`src/hw/ris_pkg.sv`:
```
// Constants shared by the reset initialisation sequencer.
// Assumes a 100 MHz i_mclk; counts are in i_mclk cycles, sync-clock ticks or, for host power-on reset, primary ticks.
package ris_pkg;
    // ------------------------------------------------------------------
    // Clock
    // ------------------------------------------------------------------
    localparam int MCLK_PERIOD_NS = 10;

    // ------------------------------------------------------------------
    // Reset lengths in sync-clock ticks (host power-on in primary ticks); strap release in ns
    // ------------------------------------------------------------------
    localparam int RST_IN_MIN_TICKS = 32;
    localparam int POR_MIN_TICKS = 32;
    localparam int RST_OUT_MIN_TICKS = 512;
    localparam int HARD_SOFT_GAP_TICKS = 16;
    localparam int STRAP_SETUP_TICKS = 4;
    localparam int STRAP_RESUME_TICKS = 1;
    localparam int STRAP_OFF_NS = 4;

    // ------------------------------------------------------------------
    // Lock times
    // ------------------------------------------------------------------
    localparam int PLL_LOCK_US = 100;
    // Longest time: rounded down
    localparam int PLL_LOCK_CYCLES = (PLL_LOCK_US * 1000) / MCLK_PERIOD_NS;
    localparam int DLL_LOCK_MIN_CYCLES = 7680;
    localparam int DLL_LOCK_MAX_CYCLES = 122880;

    // ------------------------------------------------------------------
    // Widths and reset values
    // ------------------------------------------------------------------
    localparam int TICK_CNT_W = 10;
    localparam int LOCK_CNT_W = 17;
    localparam int SRC_W = 3;
    localparam logic [2:0] SRC_RESET = 3'h0;

    typedef enum logic [2:0] {
        ST_POR,
        ST_PLL,
        ST_DRIVE,
        ST_GAP,
        ST_RUN
    } ris_state_t;
endpackage

```
`src/hw/ris_tick_if.sv`:
```
// Carries the clock selection inputs and the tick strobes between the
// sequencer and its tick generator. Single clock domain, i_mclk.
`timescale 1ns/1ps
interface ris_tick_if;
    logic host_mode;
    logic div_by_two;
    logic primary_clk;
    logic bus_clk;
    logic prim_tick;
    logic sync_tick;

    modport gen (
        input host_mode,
        input div_by_two,
        input primary_clk,
        input bus_clk,
        output prim_tick,
        output sync_tick
    );
    modport use_side (
        output host_mode,
        output div_by_two,
        output primary_clk,
        output bus_clk,
        input prim_tick,
        input sync_tick
    );
endinterface

```
`src/hw/ris_tick.sv`:
```
// Tick generator: turns the sampled primary or bus clock into strobes.
// Assumes both clock pins are slow against i_mclk and sampled synchronously.
`timescale 1ns/1ps
module ris_tick (
    // Clock and reset
    input wire logic i_mclk,
    input wire logic i_rst,
    // Ticks
    ris_tick_if.gen tk
);
    import ris_pkg::*;

    logic sel_q;
    logic ph_q;
    logic prim_tick_q;
    logic sync_tick_q;
    logic sel_d;
    logic rise;

    // ------------------------------------------------------------------
    // Source select and edge detect
    // ------------------------------------------------------------------
    assign sel_d = tk.host_mode ? tk.primary_clk : tk.bus_clk;
    assign rise = sel_d & ~sel_q;

    always_ff @(posedge i_mclk or posedge i_rst) begin
        if (i_rst) begin
            sel_q <= 1'b0;
            prim_tick_q <= 1'b0;
        end else begin
            sel_q <= sel_d;
            prim_tick_q <= rise;
        end
    end

    // ------------------------------------------------------------------
    // Sync tick: host mode divides the primary clock per strap
    // ------------------------------------------------------------------
    always_ff @(posedge i_mclk or posedge i_rst) begin
        if (i_rst) begin
            ph_q <= 1'b0;
            sync_tick_q <= 1'b0;
        end else begin
            sync_tick_q <= 1'b0;
            if (rise) begin
                if (tk.host_mode && tk.div_by_two) begin
                    ph_q <= ~ph_q;
                    sync_tick_q <= ph_q;
                end else begin
                    ph_q <= 1'b0;
                    sync_tick_q <= 1'b1;
                end
            end
        end
    end

    assign tk.prim_tick = prim_tick_q;
    assign tk.sync_tick = sync_tick_q;
endmodule // ris_tick

```
`src/hw/ris_seq.sv`:
```
// Reset initialisation sequencer: counts reset inputs, drives the open-drain
// hard and soft reset lines, latches and re-drives the configuration straps,
// and waits for PLL lock, then times DLL lock. Assumes all pins synchronous to i_mclk.
//
// How it works
// Primary clock: host input or bus clock
// Host sync clock divided per divide strap
// Reset inputs held 32 sync ticks start flow
// Host power-on reset held 32 primary ticks
// Agent power-on reset held 32 sync ticks
// Drive resets 512 ticks; soft 16 later
// Reset outputs open drain, only pull low
// Straps stable 4 ticks before power-on release
// Straps released within 4 ns of hard reset; an external hard reset takes one i_mclk cycle (10 ns) here
// Straps re-driven one sync tick after release; the code re-drives them on the second sync tick after release
// Wait for PLL lock, 100 us bound
// DLL lock between 7680 and 122880 cycles
// Straps latched at power-on release, then held
`timescale 1ns/1ps
module ris_seq #(
    parameter int PLL_CYC = ris_pkg::PLL_LOCK_CYCLES,
    parameter int DLL_MIN = ris_pkg::DLL_LOCK_MIN_CYCLES,
    parameter int DLL_MAX = ris_pkg::DLL_LOCK_MAX_CYCLES
) (
    // Clock and reset
    input wire logic i_mclk,
    input wire logic i_rst,
    // Clock sources and mode
    input wire logic i_host_mode,
    input wire logic i_primary_clock_in,
    input wire logic i_bus_clock_in,
    // Reset pins
    input wire logic i_power_on_reset_in_n,
    input wire logic i_hard_reset_line_n,
    output logic o_hard_reset_line_o,
    output logic o_hard_reset_line_oe,
    input wire logic i_soft_reset_line_n,
    output logic o_soft_reset_line_o,
    output logic o_soft_reset_line_oe,
    // Configuration straps
    input wire logic [ris_pkg::SRC_W-1:0] i_reset_source_strap,
    input wire logic i_input_divide_strap,
    output logic [ris_pkg::SRC_W:0] o_cfg_strap_o,
    output logic o_cfg_strap_oe,
    output logic [ris_pkg::SRC_W-1:0] o_reset_source,
    output logic o_input_divide_strap,
    // Lock status
    input wire logic i_pll_locked,
    input wire logic i_dll_locked,
    output logic o_pll_ready,
    output logic o_pll_timeout,
    output logic o_dll_ready,
    output logic o_dll_timeout,
    output logic o_core_run
);
    import ris_pkg::*;

    ris_tick_if tk ();

    ris_state_t state_q;
    ris_state_t state_d;
    logic [TICK_CNT_W-1:0] tick_cnt_q;
    logic [5:0] por_cnt_q;
    logic [5:0] ext_cnt_q;
    logic [LOCK_CNT_W-1:0] pll_cnt_q;
    logic [LOCK_CNT_W-1:0] dll_cnt_q;
    logic dll_on_q;
    logic strap_arm_q;
    logic hard_d;
    logic soft_d;
    logic ext_low;
    logic ext_hit;
    logic por_act;
    logic por_tick;

    function automatic logic drives_hard(input ris_state_t s);
        return (s == ST_POR) || (s == ST_PLL) || (s == ST_DRIVE);
    endfunction

    // ------------------------------------------------------------------
    // Tick generator
    // ------------------------------------------------------------------
    assign tk.host_mode = i_host_mode;
    assign tk.div_by_two = i_input_divide_strap;
    assign tk.primary_clk = i_primary_clock_in;
    assign tk.bus_clk = i_bus_clock_in;

    ris_tick u_tick (
        .i_mclk(i_mclk),
        .i_rst(i_rst),
        .tk(tk)
    );

    assign por_act = ~i_power_on_reset_in_n;
    assign por_tick = i_host_mode ? tk.prim_tick : tk.sync_tick;
    assign ext_low = ~i_hard_reset_line_n | ~i_soft_reset_line_n;
    assign ext_hit = (state_q == ST_RUN) && ext_low && tk.sync_tick
                     && (ext_cnt_q == 6'(RST_IN_MIN_TICKS - 1));

    // ------------------------------------------------------------------
    // Sequence
    // ------------------------------------------------------------------
    always_comb begin
        state_d = state_q;
        case (state_q)
            ST_POR: begin
                if (!por_act) begin
                    state_d = ST_PLL;
                end
            end
            ST_PLL: begin
                if (i_pll_locked || pll_cnt_q == LOCK_CNT_W'(PLL_CYC - 1)) begin
                    state_d = ST_DRIVE;
                end
            end
            ST_DRIVE: begin
                if (tk.sync_tick && tick_cnt_q == TICK_CNT_W'(RST_OUT_MIN_TICKS - 1)) begin
                    state_d = ST_GAP;
                end
            end
            ST_GAP: begin
                if (tk.sync_tick && tick_cnt_q == TICK_CNT_W'(HARD_SOFT_GAP_TICKS - 1)) begin
                    state_d = ST_RUN;
                end
            end
            ST_RUN: begin
                if (ext_hit) begin
                    state_d = ST_DRIVE;
                end
            end
            default: state_d = ST_POR;
        endcase
        if (por_act) begin
            state_d = ST_POR;
        end
    end
    assign hard_d = drives_hard(state_d);
    assign soft_d = hard_d || (state_d == ST_GAP);

    always_ff @(posedge i_mclk or posedge i_rst) begin
        if (i_rst) begin
            state_q <= ST_POR;
            tick_cnt_q <= '0;
        end else begin
            state_q <= state_d;
            if (state_d != state_q) begin
                tick_cnt_q <= '0;
            end else if (tk.sync_tick) begin
                tick_cnt_q <= tick_cnt_q + 1'b1;
            end
        end
    end

    // Power-on and line reset length counters
    always_ff @(posedge i_mclk or posedge i_rst) begin
        if (i_rst) begin
            por_cnt_q <= '0;
            ext_cnt_q <= '0;
        end else begin
            if (!por_act) begin
                por_cnt_q <= '0;
            end else if (por_tick && por_cnt_q != 6'(POR_MIN_TICKS)) begin
                por_cnt_q <= por_cnt_q + 1'b1;
            end
            if (state_q != ST_RUN || !ext_low || ext_hit) begin
                ext_cnt_q <= '0;
            end else if (tk.sync_tick) begin
                ext_cnt_q <= ext_cnt_q + 1'b1;
            end
        end
    end

    // ------------------------------------------------------------------
    // Open-drain reset lines
    // ------------------------------------------------------------------
    always_ff @(posedge i_mclk or posedge i_rst) begin
        if (i_rst) begin
            o_hard_reset_line_oe <= 1'b1;
            o_soft_reset_line_oe <= 1'b1;
            o_hard_reset_line_o <= 1'b0;
            o_soft_reset_line_o <= 1'b0;
        end else begin
            o_hard_reset_line_oe <= hard_d;
            o_soft_reset_line_oe <= soft_d;
            o_hard_reset_line_o <= 1'b0;
            o_soft_reset_line_o <= 1'b0;
        end
    end

    // ------------------------------------------------------------------
    // Strap latch and re-drive
    // ------------------------------------------------------------------
    always_ff @(posedge i_mclk or posedge i_rst) begin
        if (i_rst) begin
            o_reset_source <= SRC_RESET;
            o_input_divide_strap <= 1'b0;
        end else if (state_q == ST_POR && !por_act) begin
            o_reset_source <= i_reset_source_strap;
            o_input_divide_strap <= i_input_divide_strap;
        end
    end

    // Drive off in the first cycle hard reset is seen; on after two ticks
    always_ff @(posedge i_mclk or posedge i_rst) begin
        if (i_rst) begin
            o_cfg_strap_oe <= 1'b0;
            strap_arm_q <= 1'b0;
            o_cfg_strap_o <= '0;
        end else begin
            o_cfg_strap_o <= {o_reset_source, o_input_divide_strap};
            if (hard_d || !i_hard_reset_line_n) begin
                o_cfg_strap_oe <= 1'b0;
                strap_arm_q <= 1'b0;
            end else if (tk.sync_tick) begin
                strap_arm_q <= 1'b1;
                o_cfg_strap_oe <= o_cfg_strap_oe | strap_arm_q;
            end
        end
    end

    // ------------------------------------------------------------------
    // PLL and DLL lock
    // ------------------------------------------------------------------
    always_ff @(posedge i_mclk or posedge i_rst) begin
        if (i_rst) begin
            pll_cnt_q <= '0;
            o_pll_ready <= 1'b0;
            o_pll_timeout <= 1'b0;
        end else if (state_q == ST_POR) begin
            pll_cnt_q <= '0;
            o_pll_ready <= 1'b0;
            o_pll_timeout <= 1'b0;
        end else if (state_q == ST_PLL) begin
            pll_cnt_q <= pll_cnt_q + 1'b1;
            o_pll_ready <= i_pll_locked;
            o_pll_timeout <= (state_d != ST_PLL) && !i_pll_locked;
        end
    end

    always_ff @(posedge i_mclk or posedge i_rst) begin
        if (i_rst) begin
            dll_on_q <= 1'b0;
            dll_cnt_q <= '0;
            o_dll_ready <= 1'b0;
            o_dll_timeout <= 1'b0;
        end else if (state_q == ST_POR || state_q == ST_PLL) begin
            dll_on_q <= (state_q == ST_PLL) && (state_d != ST_PLL);
            dll_cnt_q <= '0;
            o_dll_ready <= 1'b0;
            o_dll_timeout <= 1'b0;
        end else if (dll_on_q && !o_dll_ready && !o_dll_timeout) begin
            dll_cnt_q <= dll_cnt_q + 1'b1;
            if (i_dll_locked && dll_cnt_q >= LOCK_CNT_W'(DLL_MIN - 1)) begin
                o_dll_ready <= 1'b1;
            end else if (dll_cnt_q == LOCK_CNT_W'(DLL_MAX - 1)) begin
                o_dll_timeout <= 1'b1;
            end
        end
    end

    always_ff @(posedge i_mclk or posedge i_rst) begin
        if (i_rst) begin
            o_core_run <= 1'b0;
        end else begin
            o_core_run <= (state_d == ST_RUN);
        end
    end

    // ------------------------------------------------------------------
    // Checks
    // ------------------------------------------------------------------
    logic [TICK_CNT_W:0] hard_len_q;
    logic [TICK_CNT_W:0] gap_len_q;
    always_ff @(posedge i_mclk or posedge i_rst) begin
        if (i_rst) begin
            hard_len_q <= '0;
            gap_len_q <= '0;
        end else begin
            hard_len_q <= !o_hard_reset_line_oe ? '0 : hard_len_q + (tk.sync_tick & ~hard_len_q[TICK_CNT_W]);
            gap_len_q <= o_hard_reset_line_oe ? '0 : gap_len_q + (tk.sync_tick & ~gap_len_q[TICK_CNT_W]);
        end
    end
endmodule // ris_seq

```
`config.mk`:
```
export PLATFORM = sky130hd
export DESIGN_NAME = ris_seq
export DESIGN_NICKNAME = d
export VERILOG_FILES = /design/src/hw/ris_pkg.sv /design/src/hw/ris_tick_if.sv /design/src/hw/ris_tick.sv /design/src/hw/ris_seq.sv
export SDC_FILE = /design/constraint.sdc
export NUM_CORES = 1
export LEC_CHECK = 0
export BUFFER_PORTS_ARGS = -buffer_cell sky130_fd_sc_hd__buf_2
export CORE_MARGIN = 4
export CORE_UTILIZATION = 59
export DETAILED_ROUTE_END_ITERATION = 6
export PLACE_DENSITY_LB_ADDON = 0.3
export SYNTH_ARGS = -nofsm -noshare
export SYNTH_HDL_FRONTEND = slang
export SYNTH_SLANG_ARGS = --single-unit
```
`constraint.sdc`:
```
create_clock -name i_mclk -period 2.88 [get_ports i_mclk]
set_clock_uncertainty 0.2 [all_clocks]
set_input_delay 0.144 -clock i_mclk [delete_from_list [all_inputs] [get_ports i_mclk]]
set_output_delay 0.144 -clock i_mclk [all_outputs]
set_load 0.05 [all_outputs]
```
==> impl_metrics.ini, run 1 <==
[place]
gp_congestion = 0.8334
port_buffers = 29
placed_cells = 470
hpwlAfterDp_um = 5050

[global_route]
grt_pass1_vias = 2902
grt_overflow = 0
antenna_found_initial = 0
gr-usage-all-layers_pct = 22.78
grt_first_pass_wirelength_um = 13310
grt_max_degree = 45

[die]
fp.dieH_um = 86.40
core_area_um2 = 5956
rows = 28
die-area_um2 = 7464
pin_count = 32
initial_core_util_pct = 60.88
die_w_um = 86.40

[cts]
h-tree-depth = 3
clkLatencyLatePin_ns = 0.35
cts_num_sinks = 74
cts_buffers = 9
cts_tree = built
cts_root_buf = clkbuf_8
cts.path.max_buffers = 2
hold_buffers = 15
cts.clk_slew.worst_paths_ns = 0.08
postCtsSetupBuffers = 0
post_cts_resized = 0

[final_layout]
n_antenna_cell = 0
fin_util_pct = 70.48
fin_cells = 501
drive_gt1_share_pct = 15.49
syn_to_final_growth_pct = 15.77
nNetsFinal = 439

[setup_path]
worstSetupPathType = reg2reg
critPathMaxFanout = 16
critPathArrivalTime_ns = 2.43
cp-start-kind = flop
end_kind = flop
required_ns = 2.89

[logic_synthesis]
synth_edf_count = 0
avgSynthCellArea_um2 = 9.721
ys.warnings.count = 0
ys_ff_latch = 74
post_synth_inst_count = 373
synth_flop_cell = dfrtp_1
synth_area_um2 = 3626
synth-async-reset-ratio_pct = 100.0
yosysSeqAreaShare_pct = 51.14
yosysUniqueCellTypes = 48

[drt]
drc = 0
firstDrtPassIters = 4
drt-initial-drc-count = 161
vias = 2803
drtAntennaViolNets = 0
wire_per_inst_um = 14.64
routed_via_density = 5.595
wirelength_um = 7334

[sta]
worst_slew_pin_slew_ns = 0.6607
relSlewSlack_pct = 55.89
timing.fmax_mhz = 413.8
min_period_ns = 2.416
tns_ns = 0
rsz0062_at_grt = no
holdWs_ns = 0.05950
hold_viol = 0
finalSetupViolations = 0
slew_viol_final = 0
finalCritPeriodShare_pct = 83.90

[power_and_ir_drop]
ir_worst_vdd_v = 0.0004296
power_leakage_nw = 1.845
power_density_nw_per_um2 = 541.6

[run]
maxCapViolations = 0

[hold_path]
hp-class = in2reg

[run_status]
status = completed
layout make-up:
cell class	instances	area, µm²
Fill cell	451	1758
Clock buffer	10	127.6
Timing Repair Buffer	48	337.8
Inverter	7	26.28
Sequential cell	74	1854
Tap cell	75	93.84
Multi-Input combinational cell	281	1690
Clock inverter	6	67.56
synthesized netlist by cell type, types with 6 or more instances:
master	number	share of area (%)
dfrtp_1	72	50
nand2_1	45	4.7
nor2_1	45	4.7
o21ai_0	24	3.3
xor2_1	20	4.8
nand3_1	17	2.3
a21oi_1	15	2.1
nor3_1	15	2.1
nand4_1	13	2.2
xnor2_1	10	2.4
and4_1	7	1.7
clkbuf_1	7	0.72
inv_1	7	0.72
mux2i_1	7	1.9
and3_1	6	1.0
logic make-up (layout without fill, tap and decap cells):
family | Yosys count | after routing | share of synthesized area [%]
XOR/XNOR | 30 | 30 | 7.246
flip-flops | 74 | 74 | 51.14
AO/OA/AOI/OAI | 52 | 52 | 8.213
other | 1 | 2 | 0.1034
multiplexers | 12 | 12 | 3.485
adder cells (fa/ha/maj) | 4 | 4 | 1.380
AND/OR/NAND/NOR | 181 | 181 | 26.09
buffers and inverters | 19 | 71 | 2.347
path summary, 6_finish.rpt:
path                                               startpoint                          to  slack, ns  cells past startpoint
worst max-delay path                     state_q[0]$_DFF_PP0_   tick_cnt_q[8]$_DFFE_PP0P_       0.46                      5
worst max register to register           state_q[0]$_DFF_PP0_   tick_cnt_q[8]$_DFFE_PP0P_       0.46                      5
max in group asynchronous                               i_rst   tick_cnt_q[4]$_DFFE_PP0P_       1.59                      4
worst min-delay path                       i_primary_clock_in     u_tick.ph_q$_DFFE_PP0P_       0.06                      4
min in group asynchronous                               i_rst    dll_cnt_q[9]$_DFFE_PP0P_       0.23                      3
worst min register to register  o_reset_source[0]$_DFFE_PP0P_  o_cfg_strap_o[1]$_DFF_PP0_       0.20                      0
registers in the layout (all words and copies together) (netlist names), 3 cells and up:
name            count
ext_cnt_q           6
pll_cnt_q          17
dll_cnt_q          17
o_reset_source      3
state_q             3
tick_cnt_q         10
o_cfg_strap_o       4
metrics by stage:
step / total power [mW] / worst slack (ns) / instance area [µm²]
floorplan: 1.398 / 0.5823 / 3630
global placement: 1.479 / 0.5625 / 3852
detailed placement: 1.487 / 0.5393 / 3852
CTS: 2.297 / 0.4694 / 4198
global route: 2.397 / 0.2273 / 4198
finish: 2.274 / 0.4636 / 4198
placed cells by master (no fill, tap or decap), types with 2 or more instances in the layout:
master	synthesis	final
nor3b_1	3	3
o21ai_0	24	24
clkinvlp_4	0	2
nand4_1	13	13
a41oi_1	2	2
nand2_1	45	45
mux2i_1	7	7
nand2b_1	3	3
mux2_2	5	5
dlygate4sd3_1	0	15
clkinv_4	0	2
o21bai_1	2	2
nand3b_1	3	3
buf_2	2	29
xor2_1	20	20
a211oi_1	2	2
nand3_1	17	17
ha_1	4	4
a21oi_1	15	15
buf_4	3	3
xnor2_1	10	10
dfstp_2	2	2
dfrtp_1	72	72
a22o_1	3	3
and3_1	6	6
conb_1	1	2
clkbuf_8	0	9
nor2_1	45	45
or3_2	3	3
and4_1	7	7
and2_1	3	3
inv_1	7	6
or3_1	3	3
nor4_1	3	3
nor3_1	15	15
routing by layer:
metal	global-route usage, %	vias to the layer above	part of all wire (%)
li1	-	1402	-
met1	30.39	1335	47
met2	35.67	53	47
met3	5.608	13	4.1
met4	9.490	0	1.9
met5	0	-	0
worst max-delay path: stages (launching register included):
cell	delay [ns]
dfrtp_1	0.64
nor3b_1	0.62
and4_1	0.34
o21bai_1	0.07
nand3_1	0.31
nor3_1	0.10
where the power goes:
part | leakage (nW) | total, mW | internal (mW) | switching [mW]
Clock | 0.0925 | 0.791 | 0.401 | 0.389
Sequential | 0.999 | 1.13 | 1.09 | 0.0431
Combinational | 0.754 | 0.351 | 0.107 | 0.244
Total | 1.85 | 2.27 | 1.60 | 0.677
(Power assumes the default switching activity.)
==> run 2, diff against run 1 <==
--- a/config.mk
+++ b/config.mk
@@ -7,7 +7,7 @@
 export LEC_CHECK = 0
 export BUFFER_PORTS_ARGS = -buffer_cell sky130_fd_sc_hd__buf_2
 export CORE_MARGIN = 4
-export CORE_UTILIZATION = 59
+export CORE_UTILIZATION = 53
 export DETAILED_ROUTE_END_ITERATION = 6
 export PLACE_DENSITY_LB_ADDON = 0.3
 export SYNTH_ARGS = -nofsm -noshare
==> constraint.sdc (replaced) <==
create_clock -name i_mclk -period 2.07 [get_ports i_mclk]
set_clock_uncertainty 0.2 [all_clocks]
set_input_delay 0.1035 -clock i_mclk [delete_from_list [all_inputs] [get_ports i_mclk]]
set_output_delay 0.1035 -clock i_mclk [all_outputs]
set_load 0.05 [all_outputs]
==> impl_metrics.ini, run 2 (synthesis gave the netlist of run 1 again) <==
[global_route]
grt_overflow = 0
grt_pass1_vias = 2961
antenna_found_initial = 0
gr-usage-all-layers_pct = 20.17
grt_max_degree = 39
grt_first_pass_wirelength_um = 13450

[drt]
drt-initial-drc-count = 193
firstDrtPassIters = 4
drtAntennaViolNets = 0
routed_via_density = 5.641
drc = 0
vias = 3046
wirelength_um = 8204
wire_per_inst_um = 15.19

[place]
gp_congestion = 0.8689
placed_cells = 501
hpwlAfterDp_um = 5400
post-place-ws_ns = -0.1143
port_buffers = 29

[final_layout]
nNetsFinal = 476
fin_cells = 540
n_antenna_cell = 0
drive_gt1_share_pct = 29.16
final_cell_mix = dfrtp_1, nor2_1, nand2_1
top_regs = dll_cnt_q: 17 flops, pll_cnt_q: 17 flops, tick_cnt_q: 10 flops
fin_util_pct = 72.28
layout_commonest_cell = dfrtp_1
syn_to_final_growth_pct = 29.47

[setup_path]
required_ns = 2.14
cp-start-kind = flop
critPathArrivalTime_ns = 2.13
worstSetupPathType = reg2reg
critPathMaxFanout = 5
end_kind = flop
reg2reg_slack_ns = 0.01
ff2ff_path_depth = 6

[power_and_ir_drop]
p_int_mw = 2.316
switching_power_mw = 1.051
power_switching_share_pct = 31.22
power_density_nw_per_um2 = 717.2
pwr-share-clk_pct = 35.1
power_leakage_nw = 2.072
p_seq_share_pct = 46.7
ir_worst_vdd_v = 0.0007343
p_comb_share_pct = 18.3

[sta]
finalSetupViolations = 0
worst_slack_ns = 0.01215
slew_viol_final = 0
worst_slew_pin_slew_ns = 0.5113
relSlewSlack_pct = 65.84
min_period_ns = 2.058
rsz0062_at_grt = yes
finalCritPeriodShare_pct = 99.41
timing.fmax_mhz = 485.9
hold_viol = 0

[die]
core_area_um2 = 6495
pin_count = 32
die-area_um2 = 8229
fp.dieH_um = 90.72
rows = 29
initial_core_util_pct = 55.83
die_w_um = 90.72

[run_status]
status = completed

[cts]
cts_root_buf = clkbuf_8
h-tree-depth = 3
cts_num_sinks = 74
clkLatencyLatePin_ns = 0.35
cts_tree = built
cts.clk_slew.worst_paths_ns = 0.09
cts_buffers = 9
cts.path.max_buffers = 2

[run]
maxCapViolations = 0

[hold_path]
hp-class = in2async
==> run 2: what timing repair did <==
action	4_1_cts	5_1_grt
setup endpoints to repair	13	17
hold buffers	15	0
buffers inserted	1	6
cloned	0	1
pin swaps	0	19
resized for setup	9	36
hold endpoints to repair	93	0
==> run 2: metrics by stage <==
step	hold slack, ns	area [µm²]	total power [mW]	TNS (ns)
detailed placement	-0.03486	4079	2.111	-1.204
floorplan	0.02206	3636	1.946	-0.06264
finish	0.1209	4695	3.367	0
global placement	-0.04089	4079	2.100	-0.06075
global route	0.1634	4695	3.527	-0.6681
CTS	0.1272	4481	3.324	0
==> run 2: routing by layer <==
metal | GRT usage [%] | vias up | share of wire (%)
met5 | 0 | - | 0
met3 | 3.833 | 15 | 5.2
met1 | 26.66 | 1479 | 44
li1 | - | 1484 | -
met4 | 8.929 | 0 | 1.7
met2 | 32.24 | 68 | 49
==> run 2: power groups by stage <==
stage	registers [mW]	logic (mW)	clock network, mW
2_1_floorplan	1.73	0.213	0
3_3_place_gp	1.59	0.513	0
3_5_place_dp	1.59	0.519	0
4_1_cts	1.56	0.552	1.21
5_1_grt	1.58	0.656	1.29
6_report	1.57	0.615	1.18
==> run 2: layout make-up <==
class / instances / area (µm²)
Clock buffer: 9 / 123.9
Clock inverter: 7 / 83.83
Fill cell: 466 / 1800
Inverter: 7 / 30.03
Multi-Input combinational cell: 282 / 1884
Sequential cell: 74 / 1861
Tap cell: 77 / 96.34
Timing Repair Buffer: 84 / 615.6
==> run 2: worst paths after layout <==
kind | startpoint | to
setup / recovery | tick_cnt_q[5]$_DFFE_PP0P_ | tick_cnt_q[0]$_DFFE_PP0P_
hold / removal | i_rst | dll_cnt_q[6]$_DFFE_PP0P_
setup reg to reg | tick_cnt_q[5]$_DFFE_PP0P_ | tick_cnt_q[0]$_DFFE_PP0P_
hold reg to reg | o_reset_source[2]$_DFFE_PP0P_ | o_cfg_strap_o[3]$_DFF_PP0_
max in group asynchronous | i_rst | o_hard_reset_line_oe$_DFF_PP1_
min in group i_mclk | o_reset_source[2]$_DFFE_PP0P_ | o_cfg_strap_o[3]$_DFF_PP0_
==> run 2: worst max-delay path: stages, from the launching register on <==
cell and delay, ns:
dfrtp_1 0.43, nor4_4 0.35, a31oi_2 0.15, a211oi_2 0.30, nand2b_4 0.10, a22o_4 0.26, nor3_2 0.18
==> run 3, diff against run 2 <==
--- a/config.mk
+++ b/config.mk
@@ -5,9 +5,9 @@
 export SDC_FILE = /design/constraint.sdc
 export NUM_CORES = 1
 export LEC_CHECK = 0
-export BUFFER_PORTS_ARGS = -buffer_cell sky130_fd_sc_hd__buf_2
+export BUFFER_PORTS_ARGS = -buffer_cell sky130_fd_sc_hd__clkbuf_2
 export CORE_MARGIN = 4
-export CORE_UTILIZATION = 53
+export CORE_UTILIZATION = 35
 export DETAILED_ROUTE_END_ITERATION = 6
 export PLACE_DENSITY_LB_ADDON = 0.3
 export SYNTH_ARGS = -nofsm -noshare
==> impl_metrics.ini, run 3 (synthesis gave the netlist of run 1 again) <==
[run_status]
status = completed

[sta]
relSlewSlack_pct = 60.57
slew_viol_final = 0
min_period_ns = 2.061
finalSetupViolations = 0
timing.fmax_mhz = 485.1
worst_slew_pin_slew_ns = 0.5902
hold_viol = 0
rsz0062_at_grt = yes
finalCritPeriodShare_pct = 99.59

[final_layout]
syn_to_final_growth_pct = 34.20
layout_commonest_cell = dfrtp_1
fin_cells = 601
nNetsFinal = 481
drive_gt1_share_pct = 30.34
final_cell_mix = dfrtp_1, nor2_1, nand2_1
design_area_um2 = 4866
n_antenna_cell = 0
top_regs = dll_cnt_q: 17 flops, pll_cnt_q: 17 flops, tick_cnt_q: 10 flops

[setup_path]
required_ns = 2.14
worstSetupPathType = reg2reg
reg2reg_slack_ns = 0.009
critPathMaxFanout = 5
crit_end = tick_cnt_q[7]$_DFFE_PP0P_
ff2ff_path_depth = 7
r2r-start = tick_cnt_q[0]$_DFFE_PP0P_
critPathArrivalTime_ns = 2.13
r2r-end = tick_cnt_q[7]$_DFFE_PP0P_
end_kind = flop
cp-start-kind = flop
cp-startpoint = tick_cnt_q[0]$_DFFE_PP0P_

[cts]
clkLatencyLatePin_ns = 0.35
cts_buffers = 9
h-tree-depth = 3
cts.clk_slew.worst_paths_ns = 0.09
cts_root_buf = clkbuf_8
cts.path.max_buffers = 2
cts_num_sinks = 74
cts_tree = built

[power_and_ir_drop]
p_int_mw = 2.545
power_leakage_nw = 2.132
total_power_mw = 3.570
power_density_nw_per_um2 = 733.7
ir_worst_vdd_v = 0.0004089
pwr-share-clk_pct = 39.0
p_comb_share_pct = 17.5
switching_power_mw = 1.025
p_seq_share_pct = 43.6
power_switching_share_pct = 28.71

[global_route]
grt_max_degree = 33
grt_first_pass_wirelength_um = 13570
antenna_found_initial = 0
grt_overflow = 0
gr-usage-all-layers_pct = 14.31
grt_pass1_vias = 2941

[drt]
drtAntennaViolNets = 0
drt-initial-drc-count = 98
wirelength_um = 8094
firstDrtPassIters = 4
vias = 2969
wire_per_inst_um = 13.47
drc = 0
routed_via_density = 4.940

[place]
placed_cells = 565
hpwlAfterDp_um = 5494
placed_area_um2 = 4222
gp_congestion = 0.7819
port_buffers = 29

[die]
die_w_um = 109.8
die-area_um2 = 12050
initial_core_util_pct = 36.59
core_area_um2 = 9910
rows = 36
pin_count = 32
fp.dieH_um = 109.8

[hold_path]
hp-class = in2async

[run]
maxCapViolations = 0
==> run 3: final cells by class <==
class	instances	area [µm²]
fillers	966	5044
multi-input cells	282	1876
flip-flops and latches	74	1858
repair buffers	89	688.2
well taps	133	166.4
clock buffers	9	123.9
clock inverters	7	123.9
inverters	7	30.03
==> run 3: critical path, stage by stage, from the launching register on <==
cell and delay [ns]:
dfrtp_1 0.36, ha_2 0.19, and4_4 0.27, a31oi_2 0.12, a211oi_2 0.21, nand2b_1 0.15
a22o_4 0.30, nor3b_4 0.19
==> run 3: routing by layer <==
| layer | up-vias | GRT usage, % | part of all wire, % |
|---|---|---|---|
| li1 | 1487 | - | - |
| met4 | 0 | 3.562 | 0.70 |
| met1 | 1439 | 18.02 | 46 |
| met5 | - | 0 | 0 |
| met2 | 39 | 24.00 | 50 |
| met3 | 4 | 4.345 | 3.0 |
==> run 3: worst min-delay path by stage <==
stage | startpoint | endpoint | slack [ns] | depth (start not counted)
after floorplan | i_pll_locked | o_pll_ready$_DFFE_PP0N_ | 0.02 | 2
after global routing | i_rst | dll_cnt_q[8]$_DFFE_PP0P_ | 0.21 | 3
final | i_rst | dll_cnt_q[8]$_DFFE_PP0P_ | 0.16 | 3
after detailed placement | i_rst | dll_cnt_q[6]$_DFFE_PP0P_ | 0.003 | 2
after global placement | i_rst | dll_cnt_q[6]$_DFFE_PP0P_ | 0.001 | 2
after CTS | i_rst | dll_cnt_q[8]$_DFFE_PP0P_ | 0.17 | 3
==> run 3: power groups by stage <==
stage | registers [mW] | logic (mW) | clock network (mW)
4_1_cts | 1.56 | 0.571 | 1.43
5_1_grt | 1.56 | 0.672 | 1.50
3_3_place_gp | 1.58 | 0.539 | 0
2_1_floorplan | 1.73 | 0.213 | 0
3_5_place_dp | 1.59 | 0.541 | 0
6_report | 1.56 | 0.623 | 1.39
==> run 3: through the flow <==
stage,hold slack (ns),util (%),setup TNS [ns],setup WS [ns]
finish,0.1596,49.10,0,0.008517
global route,0.2067,49.10,-0.5861,-0.08672
CTS,0.1724,47.05,0,0.003750
detailed placement,0.003264,42.60,-0.7074,-0.07756
global placement,0.001008,42.60,-0.1478,-0.01582
floorplan,0.02206,-,-0.06264,-0.05889
==> run 3: repair_timing <==
action	in CTS	in global routing
endpoints found under the setup margin	13	15
hold endpoints to repair	44	0
gates cloned	0	2
hold buffers	15	0
setup buffers	0	3
pin swaps	0	20
gates resized for setup	9	33
